==> src/rtl/ksd_cfg.svh <==
// constants of the kernel segment decoder: offsets, fields, resets
`ifndef KSD_CFG_SVH
`define KSD_CFG_SVH

// decode fields
`define KSD_PRIV_KERNEL 2'h0
`define KSD_SEL32_UNCACHED 3'h5
`define KSD_SEL32_SUPER 3'h6
`define KSD_SEL32_MAPPED3 3'h7
`define KSD_UNCACHED32_BASE 32'ha000_0000
`define KSD_DEBUG32_TOP 10'h3fc
`define KSD_REG64_USER 2'h0
`define KSD_REG64_SUPER 2'h1
`define KSD_REG64_PHYS 2'h2
`define KSD_REG64_KERNEL 2'h3
`define KSD_COMPAT_ONES 31'h7fff_ffff
`define KSD_XKSEG_END_HI 9'h1ff
`define KSD_ATTR_WT0 3'h0
`define KSD_ATTR_WT1 3'h1
`define KSD_ATTR_UNCACHED 3'h2
`define KSD_ATTR_CACHED 3'h3

// register map, byte offsets on the 8-bit register address
`define KSD_OFS_STATUS 8'h00
`define KSD_OFS_MASK 8'h04
`define KSD_OFS_CONFIG 8'h08
`define KSD_OFS_ERRLO 8'h0c
`define KSD_OFS_ERRHI 8'h10

// status and mask bit positions
`define KSD_EV_ADDR_ERR 0
`define KSD_EV_RSV_ATTR 1
`define KSD_EV_DEBUG_HIT 2
`define KSD_EV_NOT_KERNEL 3
`define KSD_EV_W 4

// reset values
`define KSD_RST_MASK 4'h0
`define KSD_RST_K0 3'h2

`endif

==> src/rtl/ksd_pkg.sv <==
// types shared by the kernel segment decoder files
package ksd_pkg;
  `include "ksd_cfg.svh"

  typedef enum logic [3:0] {
    KSD_SEG_NONE,
    KSD_SEG_UNCACHED32,
    KSD_SEG_SUPER32,
    KSD_SEG_MAPPED3_32,
    KSD_SEG_DEBUG,
    KSD_SEG_XUSER,
    KSD_SEG_XUSER_ERL,
    KSD_SEG_XSUPER,
    KSD_SEG_XPHYS,
    KSD_SEG_XKERNEL,
    KSD_SEG_CK0,
    KSD_SEG_CK1,
    KSD_SEG_CKSUPER,
    KSD_SEG_CK3
  } ksd_seg_t;

  // reserved codes fall to uncached
  function automatic logic ksd_attr_cached(input logic [2:0] attr);
    ksd_attr_cached = (attr == `KSD_ATTR_WT0) || (attr == `KSD_ATTR_WT1) ||
                      (attr == `KSD_ATTR_CACHED);
  endfunction
endpackage

==> src/rtl/ksd_seg32.sv <==
// 32-bit kernel segment decode, combinational
`timescale 1ns/10ps
module ksd_seg32
  import ksd_pkg::*;
(
  input wire logic [63:0] vaddr,
  output ksd_seg_t seg,
  output logic mapped,
  output logic cached,
  output logic [35:0] paddr,
  output logic addr_err
);
  logic [31:0] offset;

  always_comb begin
    offset = vaddr[31:0] - `KSD_UNCACHED32_BASE;
    seg = KSD_SEG_NONE;
    mapped = 1'b0;
    cached = 1'b0;
    paddr = 36'h0;
    // upper word must be the sign of bit 31
    addr_err = vaddr[63:32] != {32{vaddr[31]}};
    case (vaddr[31:29])
      `KSD_SEL32_UNCACHED: begin
        seg = KSD_SEG_UNCACHED32;
        paddr = {4'h0, offset};
        cached = 1'b0;
      end
      `KSD_SEL32_SUPER: begin
        seg = KSD_SEG_SUPER32;
        mapped = 1'b1;
      end
      `KSD_SEL32_MAPPED3: begin
        if (vaddr[31:22] == `KSD_DEBUG32_TOP) begin
          seg = KSD_SEG_DEBUG;
          paddr = {4'h0, vaddr[31:0]};
        end else begin
          seg = KSD_SEG_MAPPED3_32;
          mapped = 1'b1;
        end
      end
      default: begin
        seg = KSD_SEG_NONE;
      end
    endcase
  end
endmodule

==> src/rtl/ksd_seg64.sv <==
// 64-bit kernel segment decode, combinational
`timescale 1ns/10ps
module ksd_seg64
  import ksd_pkg::*;
(
  input wire logic [63:0] vaddr,
  input wire logic error_level_flag,
  input wire logic [2:0] k0_attr,
  output ksd_seg_t seg,
  output logic mapped,
  output logic cached,
  output logic [2:0] attr,
  output logic [35:0] paddr,
  output logic addr_err,
  output logic rsv_attr
);
  always_comb begin
    seg = KSD_SEG_NONE;
    mapped = 1'b1;
    cached = 1'b0;
    attr = 3'h0;
    paddr = 36'h0;
    addr_err = 1'b0;
    rsv_attr = 1'b0;
    case (vaddr[63:62])
      `KSD_REG64_USER: begin
        if (error_level_flag && vaddr[63:31] == 33'h0) begin
          seg = KSD_SEG_XUSER_ERL;
          mapped = 1'b0;
          attr = `KSD_ATTR_UNCACHED;
          paddr = vaddr[35:0];
        end else begin
          seg = KSD_SEG_XUSER;
          addr_err = |vaddr[61:40];
        end
      end
      `KSD_REG64_SUPER: begin
        seg = KSD_SEG_XSUPER;
        addr_err = |vaddr[61:40];
      end
      `KSD_REG64_PHYS: begin
        seg = KSD_SEG_XPHYS;
        mapped = 1'b0;
        attr = vaddr[61:59];
        cached = ksd_attr_cached(vaddr[61:59]);
        rsv_attr = vaddr[61];
        addr_err = |vaddr[58:36];
        paddr = vaddr[35:0];
      end
      default: begin
        if (vaddr[61:31] == `KSD_COMPAT_ONES) begin
          case (vaddr[30:29])
            2'h0: begin
              seg = KSD_SEG_CK0;
              mapped = 1'b0;
              attr = k0_attr;
              cached = ksd_attr_cached(k0_attr);
              paddr = {7'h0, vaddr[28:0]};
            end
            2'h1: begin
              seg = KSD_SEG_CK1;
              mapped = 1'b0;
              attr = `KSD_ATTR_UNCACHED;
              paddr = {7'h0, vaddr[28:0]};
            end
            2'h2: seg = KSD_SEG_CKSUPER;
            default: begin
              if (vaddr[31:22] == `KSD_DEBUG32_TOP) begin
                seg = KSD_SEG_DEBUG;
                mapped = 1'b0;
                attr = `KSD_ATTR_UNCACHED;
                paddr = {4'h0, vaddr[31:0]};
              end else begin
                seg = KSD_SEG_CK3;
              end
            end
          endcase
        end else begin
          seg = KSD_SEG_XKERNEL;
          addr_err = (|vaddr[61:40]) ||
                     (vaddr[39:31] == `KSD_XKSEG_END_HI);
        end
      end
    endcase
  end
endmodule

==> src/rtl/ksd_top.sv <==
// kernel segment decoder top: mode select, response stage, registers
`timescale 1ns/10ps
module ksd_top
  import ksd_pkg::*;
(
  input wire logic clock,
  input wire logic resetn,
  input wire logic req_valid,
  input wire logic [63:0] vaddr,
  input wire logic [1:0] privilege_field,
  input wire logic exception_level_flag,
  input wire logic error_level_flag,
  input wire logic kernel_wide_addressing,
  input wire logic [7:0] address_space_identifier,
  input wire logic [7:0] reg_addr,
  input wire logic [31:0] reg_wdata,
  input wire logic reg_wr,
  input wire logic reg_rd,
  output logic [31:0] reg_rdata,
  output logic irq,
  output logic resp_valid,
  output logic resp_kernel,
  output ksd_seg_t resp_segment,
  output logic resp_mapped,
  output logic resp_cached,
  output logic [2:0] resp_attr,
  output logic [35:0] resp_paddr,
  output logic [63:0] resp_vaddr,
  output logic [7:0] resp_space_id,
  output logic resp_addr_error
);

  // ************************************************************
  // state
  // ************************************************************
  typedef struct packed {
    logic resp_valid;
    logic resp_kernel;
    ksd_seg_t seg;
    logic mapped;
    logic cached;
    logic [2:0] attr;
    logic [35:0] paddr;
    logic [63:0] vaddr;
    logic [7:0] space_id;
    logic addr_err;
    logic [`KSD_EV_W-1:0] status;
    logic [`KSD_EV_W-1:0] mask;
    logic [2:0] k0_attr;
    logic [63:0] err_vaddr;
    logic [31:0] rdata;
    logic irq;
  } ksd_state_t;

  ksd_state_t st_q;
  ksd_state_t st_d;

  // ************************************************************
  // segment decoders
  // ************************************************************
  ksd_seg_t seg32;
  logic map32;
  logic cac32;
  logic [35:0] pa32;
  logic err32;
  ksd_seg_t seg64;
  logic map64;
  logic cac64;
  logic [2:0] attr64;
  logic [35:0] pa64;
  logic err64;
  logic rsv64;

  ksd_seg32 u_seg32 (
    .vaddr(vaddr),
    .seg(seg32),
    .mapped(map32),
    .cached(cac32),
    .paddr(pa32),
    .addr_err(err32)
  );

  ksd_seg64 u_seg64 (
    .vaddr(vaddr),
    .error_level_flag(error_level_flag),
    .k0_attr(st_q.k0_attr),
    .seg(seg64),
    .mapped(map64),
    .cached(cac64),
    .attr(attr64),
    .paddr(pa64),
    .addr_err(err64),
    .rsv_attr(rsv64)
  );

  // ************************************************************
  // next state
  // ************************************************************
  logic kernel;
  logic [`KSD_EV_W-1:0] events;
  ksd_seg_t seg_sel;
  logic map_sel;
  logic cac_sel;
  logic [2:0] attr_sel;
  logic [35:0] pa_sel;
  logic err_sel;
  logic rsv_sel;

  always_comb begin
    kernel = (privilege_field == `KSD_PRIV_KERNEL) ||
             exception_level_flag || error_level_flag;
    // mapped segments leave cacheability to the TLB entry
    if (kernel_wide_addressing) begin
      seg_sel = seg64;
      map_sel = map64;
      cac_sel = cac64;
      attr_sel = attr64;
      pa_sel = pa64;
      err_sel = err64;
      rsv_sel = rsv64;
    end else begin
      seg_sel = seg32;
      map_sel = map32;
      cac_sel = cac32;
      attr_sel = map32 ? 3'h0 : `KSD_ATTR_UNCACHED;
      pa_sel = pa32;
      err_sel = err32;
      rsv_sel = 1'b0;
    end
    // outside kernel mode nothing is decoded here
    if (!kernel) begin
      seg_sel = KSD_SEG_NONE;
      map_sel = 1'b0;
      cac_sel = 1'b0;
      attr_sel = 3'h0;
      pa_sel = 36'h0;
      err_sel = 1'b0;
      rsv_sel = 1'b0;
    end
    // an erroring access must not reach memory
    if (err_sel) begin
      map_sel = 1'b0;
      cac_sel = 1'b0;
      pa_sel = 36'h0;
    end

    events = '0;
    events[`KSD_EV_ADDR_ERR] = req_valid && err_sel;
    events[`KSD_EV_RSV_ATTR] = req_valid && rsv_sel;
    events[`KSD_EV_DEBUG_HIT] = req_valid && (seg_sel == KSD_SEG_DEBUG);
    events[`KSD_EV_NOT_KERNEL] = req_valid && !kernel;

    st_d = st_q;

    // response stage: all fields land together
    st_d.resp_valid = req_valid;
    if (req_valid) begin
      st_d.resp_kernel = kernel;
      st_d.seg = seg_sel;
      st_d.mapped = map_sel;
      st_d.cached = cac_sel;
      st_d.attr = attr_sel;
      st_d.paddr = pa_sel;
      st_d.vaddr = vaddr;
      st_d.space_id = address_space_identifier;
      st_d.addr_err = err_sel;
    end
    if (events[`KSD_EV_ADDR_ERR]) begin
      st_d.err_vaddr = vaddr;
    end

    // register writes
    if (reg_wr) begin
      case (reg_addr)
        `KSD_OFS_MASK: st_d.mask = reg_wdata[`KSD_EV_W-1:0];
        `KSD_OFS_CONFIG: st_d.k0_attr = reg_wdata[2:0];
        default: begin
        end
      endcase
    end

    // register reads, data stands in the next cycle only
    st_d.rdata = 32'h0;
    if (reg_rd) begin
      case (reg_addr)
        `KSD_OFS_STATUS: st_d.rdata = {28'h0, st_q.status};
        `KSD_OFS_MASK: st_d.rdata = {28'h0, st_q.mask};
        `KSD_OFS_CONFIG: st_d.rdata = {29'h0, st_q.k0_attr};
        `KSD_OFS_ERRLO: st_d.rdata = st_q.err_vaddr[31:0];
        `KSD_OFS_ERRHI: st_d.rdata = st_q.err_vaddr[63:32];
        default: st_d.rdata = 32'h0;
      endcase
    end

    // read clears, but a new event in the same cycle survives
    if (reg_rd && reg_addr == `KSD_OFS_STATUS) begin
      st_d.status = events;
    end else begin
      st_d.status = st_q.status | events;
    end
    st_d.irq = |(st_d.status & st_d.mask);
  end

  // ************************************************************
  // registers
  // ************************************************************
  always_ff @(posedge clock) begin
    if (!resetn) begin
      st_q <= '0;
      st_q.seg <= KSD_SEG_NONE;
      st_q.mask <= `KSD_RST_MASK;
      st_q.k0_attr <= `KSD_RST_K0;
    end else begin
      st_q <= st_d;
    end
  end

  assign reg_rdata = st_q.rdata;
  assign irq = st_q.irq;
  assign resp_valid = st_q.resp_valid;
  assign resp_kernel = st_q.resp_kernel;
  assign resp_segment = st_q.seg;
  assign resp_mapped = st_q.mapped;
  assign resp_cached = st_q.cached;
  assign resp_attr = st_q.attr;
  assign resp_paddr = st_q.paddr;
  assign resp_vaddr = st_q.vaddr;
  assign resp_space_id = st_q.space_id;
  assign resp_addr_error = st_q.addr_err;

endmodule

==> config.mk <==
export PLATFORM = sky130hd
export DESIGN_NAME = ksd_top
export DESIGN_NICKNAME = d
export VERILOG_FILES = /design/src/rtl/ksd_pkg.sv /design/src/rtl/ksd_seg32.sv /design/src/rtl/ksd_seg64.sv /design/src/rtl/ksd_top.sv
export VERILOG_INCLUDE_DIRS = /design/src /design/src/rtl
export SDC_FILE = /design/constraint.sdc
export NUM_CORES = 1
export LEC_CHECK = 0
export BUFFER_PORTS_ARGS = -buffer_cell sky130_fd_sc_hd__buf_2
export CAP_MARGIN = 15
export CELL_PAD_IN_SITES_DETAIL_PLACEMENT = 0
export CELL_PAD_IN_SITES_GLOBAL_PLACEMENT = 2
export CORE_MARGIN = 4
export CORE_UTILIZATION = 30
export DETAILED_ROUTE_END_ITERATION = 16
export PLACE_DENSITY = 0.85
export SYNTH_ARGS = -nofsm -noshare
export SYNTH_HDL_FRONTEND = slang
export SYNTH_SLANG_ARGS = --single-unit
==> constraint.sdc <==
create_clock -name clock -period 3.2 [get_ports clock]
set_input_delay 0.32 -clock clock [delete_from_list [all_inputs] [get_ports clock]]
set_output_delay 0.32 -clock clock [all_outputs]
set_load 0.005 [all_outputs]
* After elaboration in Yosys (flattened, before gate mapping) *
Cells that the tools add are included.

storage, ports and cells
  bits in registers = 228
  input port bits = 122
  output and inout bits = 153
  word-level logic and storage cells = 121

cells by class
  add/sub/neg operators = 1
  equality and inequality tests = 20
  muxes and demuxes = 54
  bitwise operators = 2
  reduce and logical (&&, ||, !) cells = 28

operators with widths
  kind                      number
  $mux W36                  5
  $pmux W32 S5              1
  $pmux W36 S2              2
  $pmux W36 S3              1
  $pmux W4 S3               3
  $logic_not A33 Y1         1
  $mux W32                  1
  $ne A32 B32 Y1            1
  $sub A32 B32 Y32 const B  1
  $eq A31 B31 Y1 const B    1
  $mux W4                   6
  $reduce_or A23 Y1         1
  $reduce_or A22 Y1         1
  $mux W1                   18
  $pmux W3 S3               2
  $eq A8 B4 Y1 const B      2
  $mux W3                   5
  $eq A10 B10 Y1 const B    1
  $eq A3 B3 Y1 const B      3
  $eq A9 B9 Y1 const B      1
  $eq A8 B3 Y1 const B      1
  $eq A8 B5 Y1 const B      1
  $logic_not A8 Y1          1
  $mux W2                   4
  18 further kinds          41

* Longest topological paths before layout *
Gate-level depths: netlist of run 1.

  depth after elaboration = 13
  gate-level depth with buffers = 11
  mapped depth without buffers = 9

* Hierarchy *
Synthesis of run 1 repeated with hierarchy kept, for this count alone.

second synthesis, totals
  cells, all modules = 1261
  area, all modules = 10767.8 µm²

by module, submodules not included
  module     times used  cells each  area an instance (µm²)  seq. area each (µm²)
  ksd_top    1           1046        9445.3                  4564.4
  ksd_seg64  1           118         725.7                   0.0
  ksd_seg32  1           97          596.8                   0.0

* Worst setup path after synthesis of run 1 *
OpenSTA, ideal clock, no wires.

  path type = input to register
  from = input port reg_addr[1]
  to = register st_q, in the netlist irq
  arrival = 2055 ps
  required time = 3084 ps
  path slack = 1030 ps
  stages = 7
  path through = or4_4 > and4bb_2 > nand2_2 > mux2i_1 > nor2_1 > a221o_1 > a31o_1

between the ends
  word-level cells in the longest chain between the ends = 5
  elaborated cells between the ends (all ways) = 8
  those cells by class = 1 x eq/ne; 3 x mux; 1 x bitwise; 3 x reduce/logical

RTL lines
  item                                              line                            text
  start, declared                                   ksd_top.sv:15                   input wire logic [7:0] reg_addr,
  $eq A8 B3 Y1 or $logic_not A8 Y1 (tied branches)  -
  $mux W4 or $logic_and A1 B1 Y1 (tied branches)    -
  $mux W7 or $mux W4 (tied branches)                ksd_top.sv:173, ksd_top.sv:196
  $and A4 B4 Y4 *                                   ksd_top.sv:201                  st_d.irq = |(st_d.status & st_d.mask);
  $reduce_or A4 Y1 *                                ksd_top.sv:201
  end signal, assigned                              ksd_top.sv:214                  st_q <= st_d;
  end, declared                                     ksd_top.sv:55                   ksd_state_t st_q;

Every way passes the cells marked *; elsewhere a longest branch is shown, timed or not.
A chain may end at the register's enable or synchronous reset.

* Final worst setup path of run 1 *
  from = input port vaddr[43]
  to = register st_q, in the netlist resp_paddr[14]

between the ends
  word-level cells in the longest chain between the ends = 7
  elaborated cells between the ends (all ways) = 18
  those cells by class = 2 x eq/ne; 11 x mux; 5 x reduce/logical

RTL lines
  item                                                       line                              text
  start, declared                                            ksd_top.sv:9                      input wire logic [63:0] vaddr,
  $logic_not A33 Y1 or $reduce_or A22 Y1 (tied branches)     -
  $logic_and A1 B1 Y1 or $logic_or A1 B1 Y1 (tied branches)  ksd_seg64.sv:27, ksd_seg64.sv:80
  $mux W36 (tied with other cells)                           ksd_seg64.sv:27                   if (error_level_flag && vaddr[63:31] == 33'h0) begin
  $pmux W36 S3 or $pmux W1 S3 (tied branches)                ksd_seg64.sv:25                   case (vaddr[63:62])
  $mux W36 or $mux W1 (tied branches)                        ksd_top.sv:113                    if (kernel_wide_addressing) begin
  $mux W36 or $mux W1 (tied branches)                        ksd_top.sv:131                    if (!kernel) begin
  $mux W36 *                                                 ksd_top.sv:141                    if (err_sel) begin

Marked as above.

==> results.json, run 1 <==
{
  "worst_r2r_path_depth": 4,
  "worst-path-buf-inv": 2,
  "drc": 0,
  "synth_common_cells": "dfxtp_1 (228), nor2_1 (193), buf_4 (149)",
  "stdcell_count": 1553,
  "clock_path_buffers": 3,
  "wl_per_cell_um": 17.90,
  "hpwl_um": 19740,
  "nets": 1227,
  "n_antenna_cell": 0,
  "fillers": 3294,
  "post_cts_buffers": 0,
  "htree_levels": 1,
  "synth_top_area_share": 0.4676,
  "clock_sink_count": 228,
  "setup_tns_ns": 0,
  "vias_per_cell": 4.627,
  "syn_area_per_cell_sq_um": 9.635,
  "synth_most_common_cell": "dfxtp_1",
  "synth.distinct_cells": 56,
  "syn_nets": 1142,
  "synth_area_leader_cell": "dfxtp_1",
  "cts_resized": 0,
  "syn-instance-count": 1013,
  "p_leak_nw": 5.157,
  "grtUsageTotal": 0.1520,
  "dieArea_sq_mm": 0.03549,
  "synth_async_sr_flop_share": 0,
  "crit_chain": "buf_2 -> nor4_1 -> nand4_1 -> or3_1 -> o31ai_2 -> o211ai_2 -> a211oi_4 -> buf_12 -> a22o_1",
  "vias": 7185,
  "hp-class": "input pin to flip-flop",
  "fin_util": 0.3545,
  "critPathCaptureType": "flip-flop",
  "gp_congestion": 0.8424,
  "total_power_mw": 6.821,
  "portBuffers": 246,
  "setup_viol": 0,
  "min_period_ns": 2.368,
  "rsz0062_at_grt": "no",
  "ant_nets": 0,
  "grt_max_degree": 79,
  "fmax_mhz": 422.3,
  "die_h_um": 188.4,
  "cts_root_buf": "clkbuf_16",
  "yosysSeqAreaShare": 0.4676,
  "clk_pin_slew_ns": 0.06,
  "num_rows": 65,
  "antenna_found_initial": 2,
  "place_worst_setup_slack_ns": 0.3307,
  "grt_pass1_vias": 7228,
  "syn-cell-area_sq_mm": 0.009761,
  "reg2reg_from": "st_q[101]",
  "drive_gt1_frac": 0.2835,
  "synth_flop_cell": "dfxtp_1",
  "r2r_end": "irq",
  "slowest_stage": "or3_1",
  "clk_latency_ns": 0.52,
  "io_pins": 275,
  "worstMarginPinSlew_ns": 0.6784,
  "ctsHoldBuffers": 0,
  "vdd_ir_drop_max_uv": 340.3,
  "cts_buffers": 27,
  "critPathTopFamily": "simple AND/OR/NAND/NOR gates",
  "first_iter_violations": 317,
  "crit_type": "input pin to flip-flop",
  "slew_headroom": 0.5477,
  "cp_max_fo": 29,
  "layout_setup_ws_ns": 0.8319,
  "dr.pass1.iters": 5,
  "hold_violations": 0,
  "fin_crit_sh": 0.7400,
  "drv_slew": 0,
  "die_x_um": 188.4,
  "drv_cap": 0,
  "synth-edff-count": 0,
  "synth_seq_cells": 228,
  "slowest_delay_ns": 0.44,
  "p_per_area_mw_per_mm2": 605.0,
  "coreArea_sq_mm": 0.03180,
  "cp_num_cells": 9,
  "worstSetupStartpoint": "vaddr[43]",
  "overflow": 0,
  "skew_ns": 0.01177,
  "yosys-top-cells-area": "dfxtp_1 (47%), mux2i_1 (15%), buf_4 (11%), nor2_1 (7.4%), a22o_1 (3.2%)",
  "cts_tree": "built",
  "grt_pass1_wl_um": 43230,
  "areaGrowthSynthToFinish_pct": 15.50,
  "yosys_warnings": 0,
  "crit_end": "resp_paddr[14]",
  "dp_cells": 1504,
  "required_ns": 3.66,
  "routed_wl_um": 27800,
  "status": "finished clean",
  "worstPathArrival_ns": 2.83,
  "regToRegSetupSlack_ns": 1.95,
  "start_util": 0.3069,
  "startpoint_type": "input pin"
}
-- worst min-delay path by stage --
stage,start,depth (start not counted),slack (ns),endpoint
after CTS,address_space_identifier[7],3,0.005,resp_space_id[7]
after global placement,resp_attr[2],2,0.44,resp_attr[2]
after detailed placement,resp_attr[2],2,0.44,resp_attr[2]
after floorplan,resp_attr[0],2,0.43,resp_attr[0]
final,address_space_identifier[7],3,0.03,resp_space_id[7]
after global routing,address_space_identifier[0],3,0.02,resp_space_id[0]
-- state kept, by name, summed over array words and instances (netlist names), 3 cells and up --
| name | count |
|---|---|
| resp_vaddr | 64 |
| st_q | 75 |
| reg_rdata | 32 |
| resp_segment | 4 |
| resp_attr | 3 |
| resp_space_id | 8 |
| resp_paddr | 36 |
-- worst register-to-register path, stage by stage, from the launching register on --
cell	delay, ns
dfxtp_1	0.31
mux2i_1	0.25
o32ai_1	0.12
a221o_1	0.29
a31o_1	0.18
-- cell type report --
type | instances | area [sq um] | area share
sequential | 228 | 4564 | 0.4049
multi-input combinational | 570 | 3819 | 0.3387
timing repair buffer | 259 | 1356 | 0.1203
clock buffer | 38 | 777.0 | 0.06892
tap | 435 | 544.3 | 0.04828
clock inverter | 11 | 162.7 | 0.01443
inverter | 12 | 50.05 | 0.004440
-- logic make-up after synthesis --
logic type / count (synthesis) / share of synthesized area
buf+inv: 215 / 0.1442
mux: 148 / 0.1519
simple gates: 277 / 0.1234
compound gates: 138 / 0.1038
flops: 228 / 0.4676
fa+ha+maj: 7 / 0.008973
-- metrics by stage --
stage / hold WS, ns / area, sq um
3_5_place_dp: 0.4367 / 10330
2_1_floorplan: 0.4263 / 9761
6_report: 0.02593 / 11270
4_1_cts: 0.005275 / 11270
3_3_place_gp: 0.4369 / 10330
5_1_grt: 0.02326 / 11270
-- layout by cell type (no fill, tap or decap), types with 6 or more instances in the layout --
cell / count
o21ai_0: 21
inv_1: 11
mux2i_1: 147
a21oi_1: 15
buf_2: 245
ha_1: 7
nor2_1: 192
dfxtp_1: 228
nor2b_1: 6
buf_4: 12
clkbuf_16: 27
nor3_1: 6
nand4_1: 13
nand2_1: 26
clkbuf_8: 6
nor4_1: 7
a22oi_1: 34
a22o_1: 36
-- per-layer routing --
layer	GRT usage	share of wire
met1	0.2140	0.47
met2	0.2325	0.43
met3	0.04261	0.077
met4	0.03447	0.022
met5	0	0.00097
-- where the power goes --
group	total, mW	switching, mW	leakage (nW)	internal [mW]
Clock	3.20	1.19	0.454	2.01
Sequential	3.03	0.0645	1.86	2.96
Combinational	0.595	0.345	2.84	0.250
Total	6.82	1.60	5.16	5.22
(Power assumes the default switching activity.)
==> run 2: changes to the inputs <==
clock period = 2.2 ns   (was 3.2 ns; I/O delays follow)
==> run 2 against run 1 <==
Compared with the run above: core utilization increased by 3.1 points; sequential power increased by 46%; worst hold slack improved by 0.037 ns; flip-flop and latch count unchanged; non-clock buffer count increased by 122; die area unchanged; via count increased by 5.8%; clock-buffer cell count decreased by 7; final area increased by 8.8%; global-route usage increased by 0.58 points; sequential share of layout area decreased by 3.3 points; largest power group is now registers.
==> results.json, run 2 (synthesis gave the netlist of run 1 again) <==
{
  "crit_type": "input pin to flip-flop",
  "dieArea_sq_mm": 0.03549,
  "p_leak_nw": 5.695,
  "worst-path-buf-inv": 3,
  "io_pins": 275,
  "slew_headroom": 0.5898,
  "critPathTopFamily": "simple AND/OR/NAND/NOR gates",
  "required_ns": 2.67,
  "drv_cap": 0,
  "hold_violations": 0,
  "whs_ns": 0.06309,
  "p_clk_frac": 0.444,
  "drv_slew": 0,
  "cts_buffers": 25,
  "regMostFlops": "st_q",
  "clock_path_buffers": 3,
  "critPathCaptureType": "flip-flop",
  "gp_congestion": 0.8327,
  "fmax_mhz": 505.1,
  "die_x_um": 188.4,
  "wl_per_cell_um": 17.41,
  "power.switching_mw": 2.270,
  "routed_wl_um": 28960,
  "htree_levels": 1,
  "p_seq_frac": 0.452,
  "drc": 0,
  "nets": 1347,
  "cts_root_buf": "clkbuf_16",
  "slowest_stage": "dlygate4sd3_1",
  "coreArea_sq_mm": 0.03180,
  "die_h_um": 188.4,
  "final_common_cell": "buf_2",
  "grtUsageTotal": 0.1578,
  "setup_viol": 0,
  "clock_sink_count": 228,
  "largest_reg_flops": 75,
  "comb_power_share": 0.104,
  "grt_max_degree": 115,
  "p_sw_frac": 0.2327,
  "p_int_mw": 7.483,
  "worstPathArrival_ns": 2.45,
  "fin_crit_sh": 0.9000,
  "num_rows": 65,
  "placed_area_sq_mm": 0.01097,
  "cp_max_fo": 4,
  "start_util": 0.3069,
  "overflow": 0,
  "worstMarginPinSlew_ns": 0.6153,
  "clk_pin_slew_ns": 0.06,
  "place_worst_setup_slack_ns": -0.2976,
  "antenna_found_initial": 1,
  "clk_latency_ns": 0.52,
  "layout_setup_ws_ns": 0.2201,
  "min_period_ns": 1.980,
  "portBuffers": 246,
  "vdd_ir_drop_max_uv": 579.9,
  "skew_ns": 0.01169,
  "post_cts_buffers": 0,
  "fin_area_sq_mm": 0.01226,
  "hpwl_um": 20860,
  "first_iter_violations": 298,
  "vias": 7603,
  "hp-class": "input pin to flip-flop",
  "areaGrowthSynthToFinish_pct": 25.61,
  "vias_per_cell": 4.569,
  "startpoint_type": "input pin",
  "slowest_delay_ns": 0.53,
  "ant_nets": 0,
  "grt_pass1_wl_um": 45100,
  "status": "finished clean",
  "stdcell_count": 1664,
  "mostFrequentLayoutCells": "buf_2 (245), dfxtp_1 (228), nor2_1 (192), mux2i_1 (147), buf_4 (86)",
  "p_per_area_mw_per_mm2": 795.5,
  "grt_pass1_vias": 7737,
  "dp_cells": 1582,
  "setup_tns_ns": 0,
  "n_antenna_cell": 0,
  "crit_chain": "dlygate4sd3_1 -> buf_2 -> nand4b_1 -> nor3_2 -> and2_1 -> o2111ai_1 -> a31oi_1 -> nor3b_2 -> buf_4 -> a31o_2",
  "drive_gt1_frac": 0.3173,
  "rsz0062_at_grt": "no",
  "dr.pass1.iters": 5,
  "cts_tree": "built"
}
==> run 2: layer usage <==
layer / GRT usage / vias to the layer above / routed length (um)
met5: 0 / - / 13
met4: 0.03559 / 2 / 669
met3: 0.04316 / 44 / 2043
met2: 0.2561 / 233 / 13030
met1: 0.2109 / 3571 / 13210
li1: - / 3753 / -
==> run 2: worst paths after layout <==
check                               startpoint             end  depth (start not counted)  slack (ns)
worst max-delay path                 vaddr[22]       st_q[106]                         10        0.22
worst max register to register        st_q[98]        st_q[98]                          3        0.95
worst min-delay path                 vaddr[37]  resp_vaddr[37]                          3        0.06
worst min register to register  resp_paddr[30]  resp_paddr[30]                          1        0.45
==> run 2: power by group through the flow <==
stage	clock network, mW	logic [mW]	registers, mW
3_3_place_gp	0	0.961	4.49
2_1_floorplan	0	0.620	4.46
4_1_cts	4.48	1.03	4.41
6_report	4.33	1.02	4.41
5_1_grt	4.66	1.13	4.42
3_5_place_dp	0	0.971	4.49
==> run 2: through the flow <==
step	util	power [mW]
global route	0.3856	10.21
CTS	0.3852	9.921
finish	0.3856	9.754
global placement	0.3450	5.450
floorplan	-	5.083
detailed placement	0.3450	5.464
==> run 2: worst register-to-register path: stages, from the launching register on <==
cell	delay, ns
dfxtp_1	0.38
mux2i_1	0.15
nand2_1	0.06
dlygate4sd3_1	0.55
==> run 2: cell type report <==
type	count	area, sq um
clock buffer	31	698.2
fill	3228	19540
tap	435	544.3
multi-input combinational	570	3829
inverter	12	50.05
sequential	228	4564
clock inverter	7	142.6
timing repair buffer	381	2432
==> run 2: what timing repair did <==
item | 4_1_cts | 5_1_grt
endpoints found under the setup margin | 0 | 11
resized for setup | 0 | 2
hold buffers | 44 | 0
endpoints found under the hold margin | 91 | 0
==> run 3: changes to the inputs <==
==> constraint.sdc (replaced) <==
create_clock -name clock -period 2.2 [get_ports clock]
set_input_delay 0.33 -clock clock [delete_from_list [all_inputs] [get_ports clock]]
set_output_delay 0.33 -clock clock [all_outputs]
set_load 0.005 [all_outputs]
==> run 3 against run 2 <==
Compared with the run above: die area stayed put; largest power group unchanged; via count shrank 2.5%; non-clock buffer count decreased by 36; final area decreased by 3.3%.
==> results.json, run 3 (synthesis gave the netlist of run 1 again) <==
{
  "vias": 7416,
  "start_util": 0.3069,
  "vdd_ir_drop_max_uv": 510.2,
  "startpoint_type": "input pin",
  "crit_chain": "buf_2 -> nor4_1 -> nand4_1 -> buf_4 -> or3_1 -> o31ai_2 -> buf_4 -> o31ai_4 -> buf_12 -> mux2i_1 -> nor2_1",
  "hpwl_um": 21130,
  "drv_slew": 0,
  "critPathTopFamily": "simple AND/OR/NAND/NOR gates",
  "ant_nets": 0,
  "die_h_um": 188.4,
  "cts_tree": "built",
  "clk_latency_ns": 0.53,
  "cts_root_buf": "clkbuf_16",
  "post_cts_buffers": 0,
  "place_worst_setup_slack_ns": -0.3916,
  "hp-class": "input pin to flip-flop",
  "worstMarginPinSlew_ns": 0.5544,
  "skew_ns": 0.01011,
  "p_leak_nw": 5.545,
  "fin_util": 0.3730,
  "areaGrowthSynthToFinish_pct": 21.52,
  "path_common_cell": "buf_4",
  "antenna_found_initial": 1,
  "ctsHoldBuffers": 0,
  "num_rows": 65,
  "dp_cells": 1590,
  "fmax_mhz": 490.2,
  "fin_crit_sh": 0.9273,
  "worstSetupStartpoint": "vaddr[51]",
  "wl_per_cell_um": 17.70,
  "io_pins": 275,
  "fillers": 3276,
  "vias_per_cell": 4.533,
  "clock_path_buffers": 3,
  "slowest_stage": "or3_1",
  "multiInputGateArea_sq_mm": 0.003819,
  "final_common_cell": "buf_2",
  "setup_viol": 0,
  "rsz0062_at_grt": "no",
  "regMostFlops": "st_q",
  "whs_ns": 0.03428,
  "grtUsageTotal": 0.1543,
  "slowest_delay_ns": 0.36,
  "first_iter_violations": 349,
  "drv_cap": 0,
  "status": "finished clean",
  "stdcell_count": 1636,
  "reg2reg_from": "st_q[100]",
  "grt_pass1_vias": 7377,
  "total_power_mw": 9.550,
  "crit_type": "input pin to flip-flop",
  "critPathCaptureType": "flip-flop",
  "gp_congestion": 0.8454,
  "grt_max_degree": 114,
  "drc": 0,
  "overflow": 0,
  "die_x_um": 188.4,
  "min_period_ns": 2.040,
  "n_antenna_cell": 0,
  "nets": 1312,
  "htree_levels": 1,
  "cts_buffers": 26,
  "cts_resized": 0,
  "routed_wl_um": 28950,
  "largest_reg_flops": 75,
  "worst-path-buf-inv": 4,
  "mostFrequentLayoutCells": "buf_2 (245), dfxtp_1 (228), nor2_1 (192), mux2i_1 (147), buf_4 (93)",
  "required_ns": 2.59,
  "cp_max_fo": 42,
  "layout_setup_ws_ns": 0.1600,
  "portBuffers": 246,
  "worstPathArrival_ns": 2.43,
  "hold_violations": 0,
  "min-delay-start": "address_space_identifier[4]",
  "clock_sink_count": 228,
  "coreArea_sq_mm": 0.03180,
  "p_per_area_mw_per_mm2": 805.1,
  "dieArea_sq_mm": 0.03549,
  "seq_area_sq_mm": 0.004564,
  "grt_pass1_wl_um": 43760,
  "dr.pass1.iters": 5,
  "drive_gt1_frac": 0.3322,
  "clk_pin_slew_ns": 0.06,
  "slew_headroom": 0.6304
}
[run 3: report_power, final]
group | internal [mW] | switching (mW) | total [mW]
sequential | 4.31 | 0.0954 | 4.40
clock | 2.45 | 1.72 | 4.17
combinational | 0.451 | 0.525 | 0.976
total | 7.21 | 2.34 | 9.55
[run 3: through the flow]
step	area, sq um	TNS (ns)
2_1_floorplan	9761	0
3_3_place_gp	11040	-37.05
3_5_place_dp	11040	-33.57
4_1_cts	11860	0
5_1_grt	11860	0
6_report	11860	0
[run 3: routing by layer]
layer	routed length, um	global-route usage	vias up
li1	-	-	3679
met1	13620	0.2120	3467
met2	12600	0.2435	235
met3	2214	0.04668	33
met4	503	0.02803	2
met5	13	0	-
[run 3: worst register-to-register path: stages (launching register included)]
cell     delay [ns]
dfxtp_1        0.31
mux2i_1        0.21
nor2_1         0.08
a221o_1        0.37
a31o_1         0.18
[run 3: final timing paths]
path	to	slack (ns)	depth (start not counted)
setup / recovery	st_q[48]	0.16	11
setup reg to reg	irq	0.95	4
hold reg to reg	resp_paddr[30]	0.44	1
hold / removal	resp_space_id[4]	0.03	3
[run 3: area by class of cell]
| type | instances | area share |
|---|---|---|
| Clock inverter | 10 | 0.006751 |
| Inverter | 12 | 0.004219 |
| Multi-Input combinational cell | 570 | 0.3219 |
| Sequential cell | 228 | 0.3848 |
| Clock buffer | 36 | 0.06234 |
| Timing Repair Buffer | 345 | 0.1741 |
| Tap cell | 435 | 0.04589 |
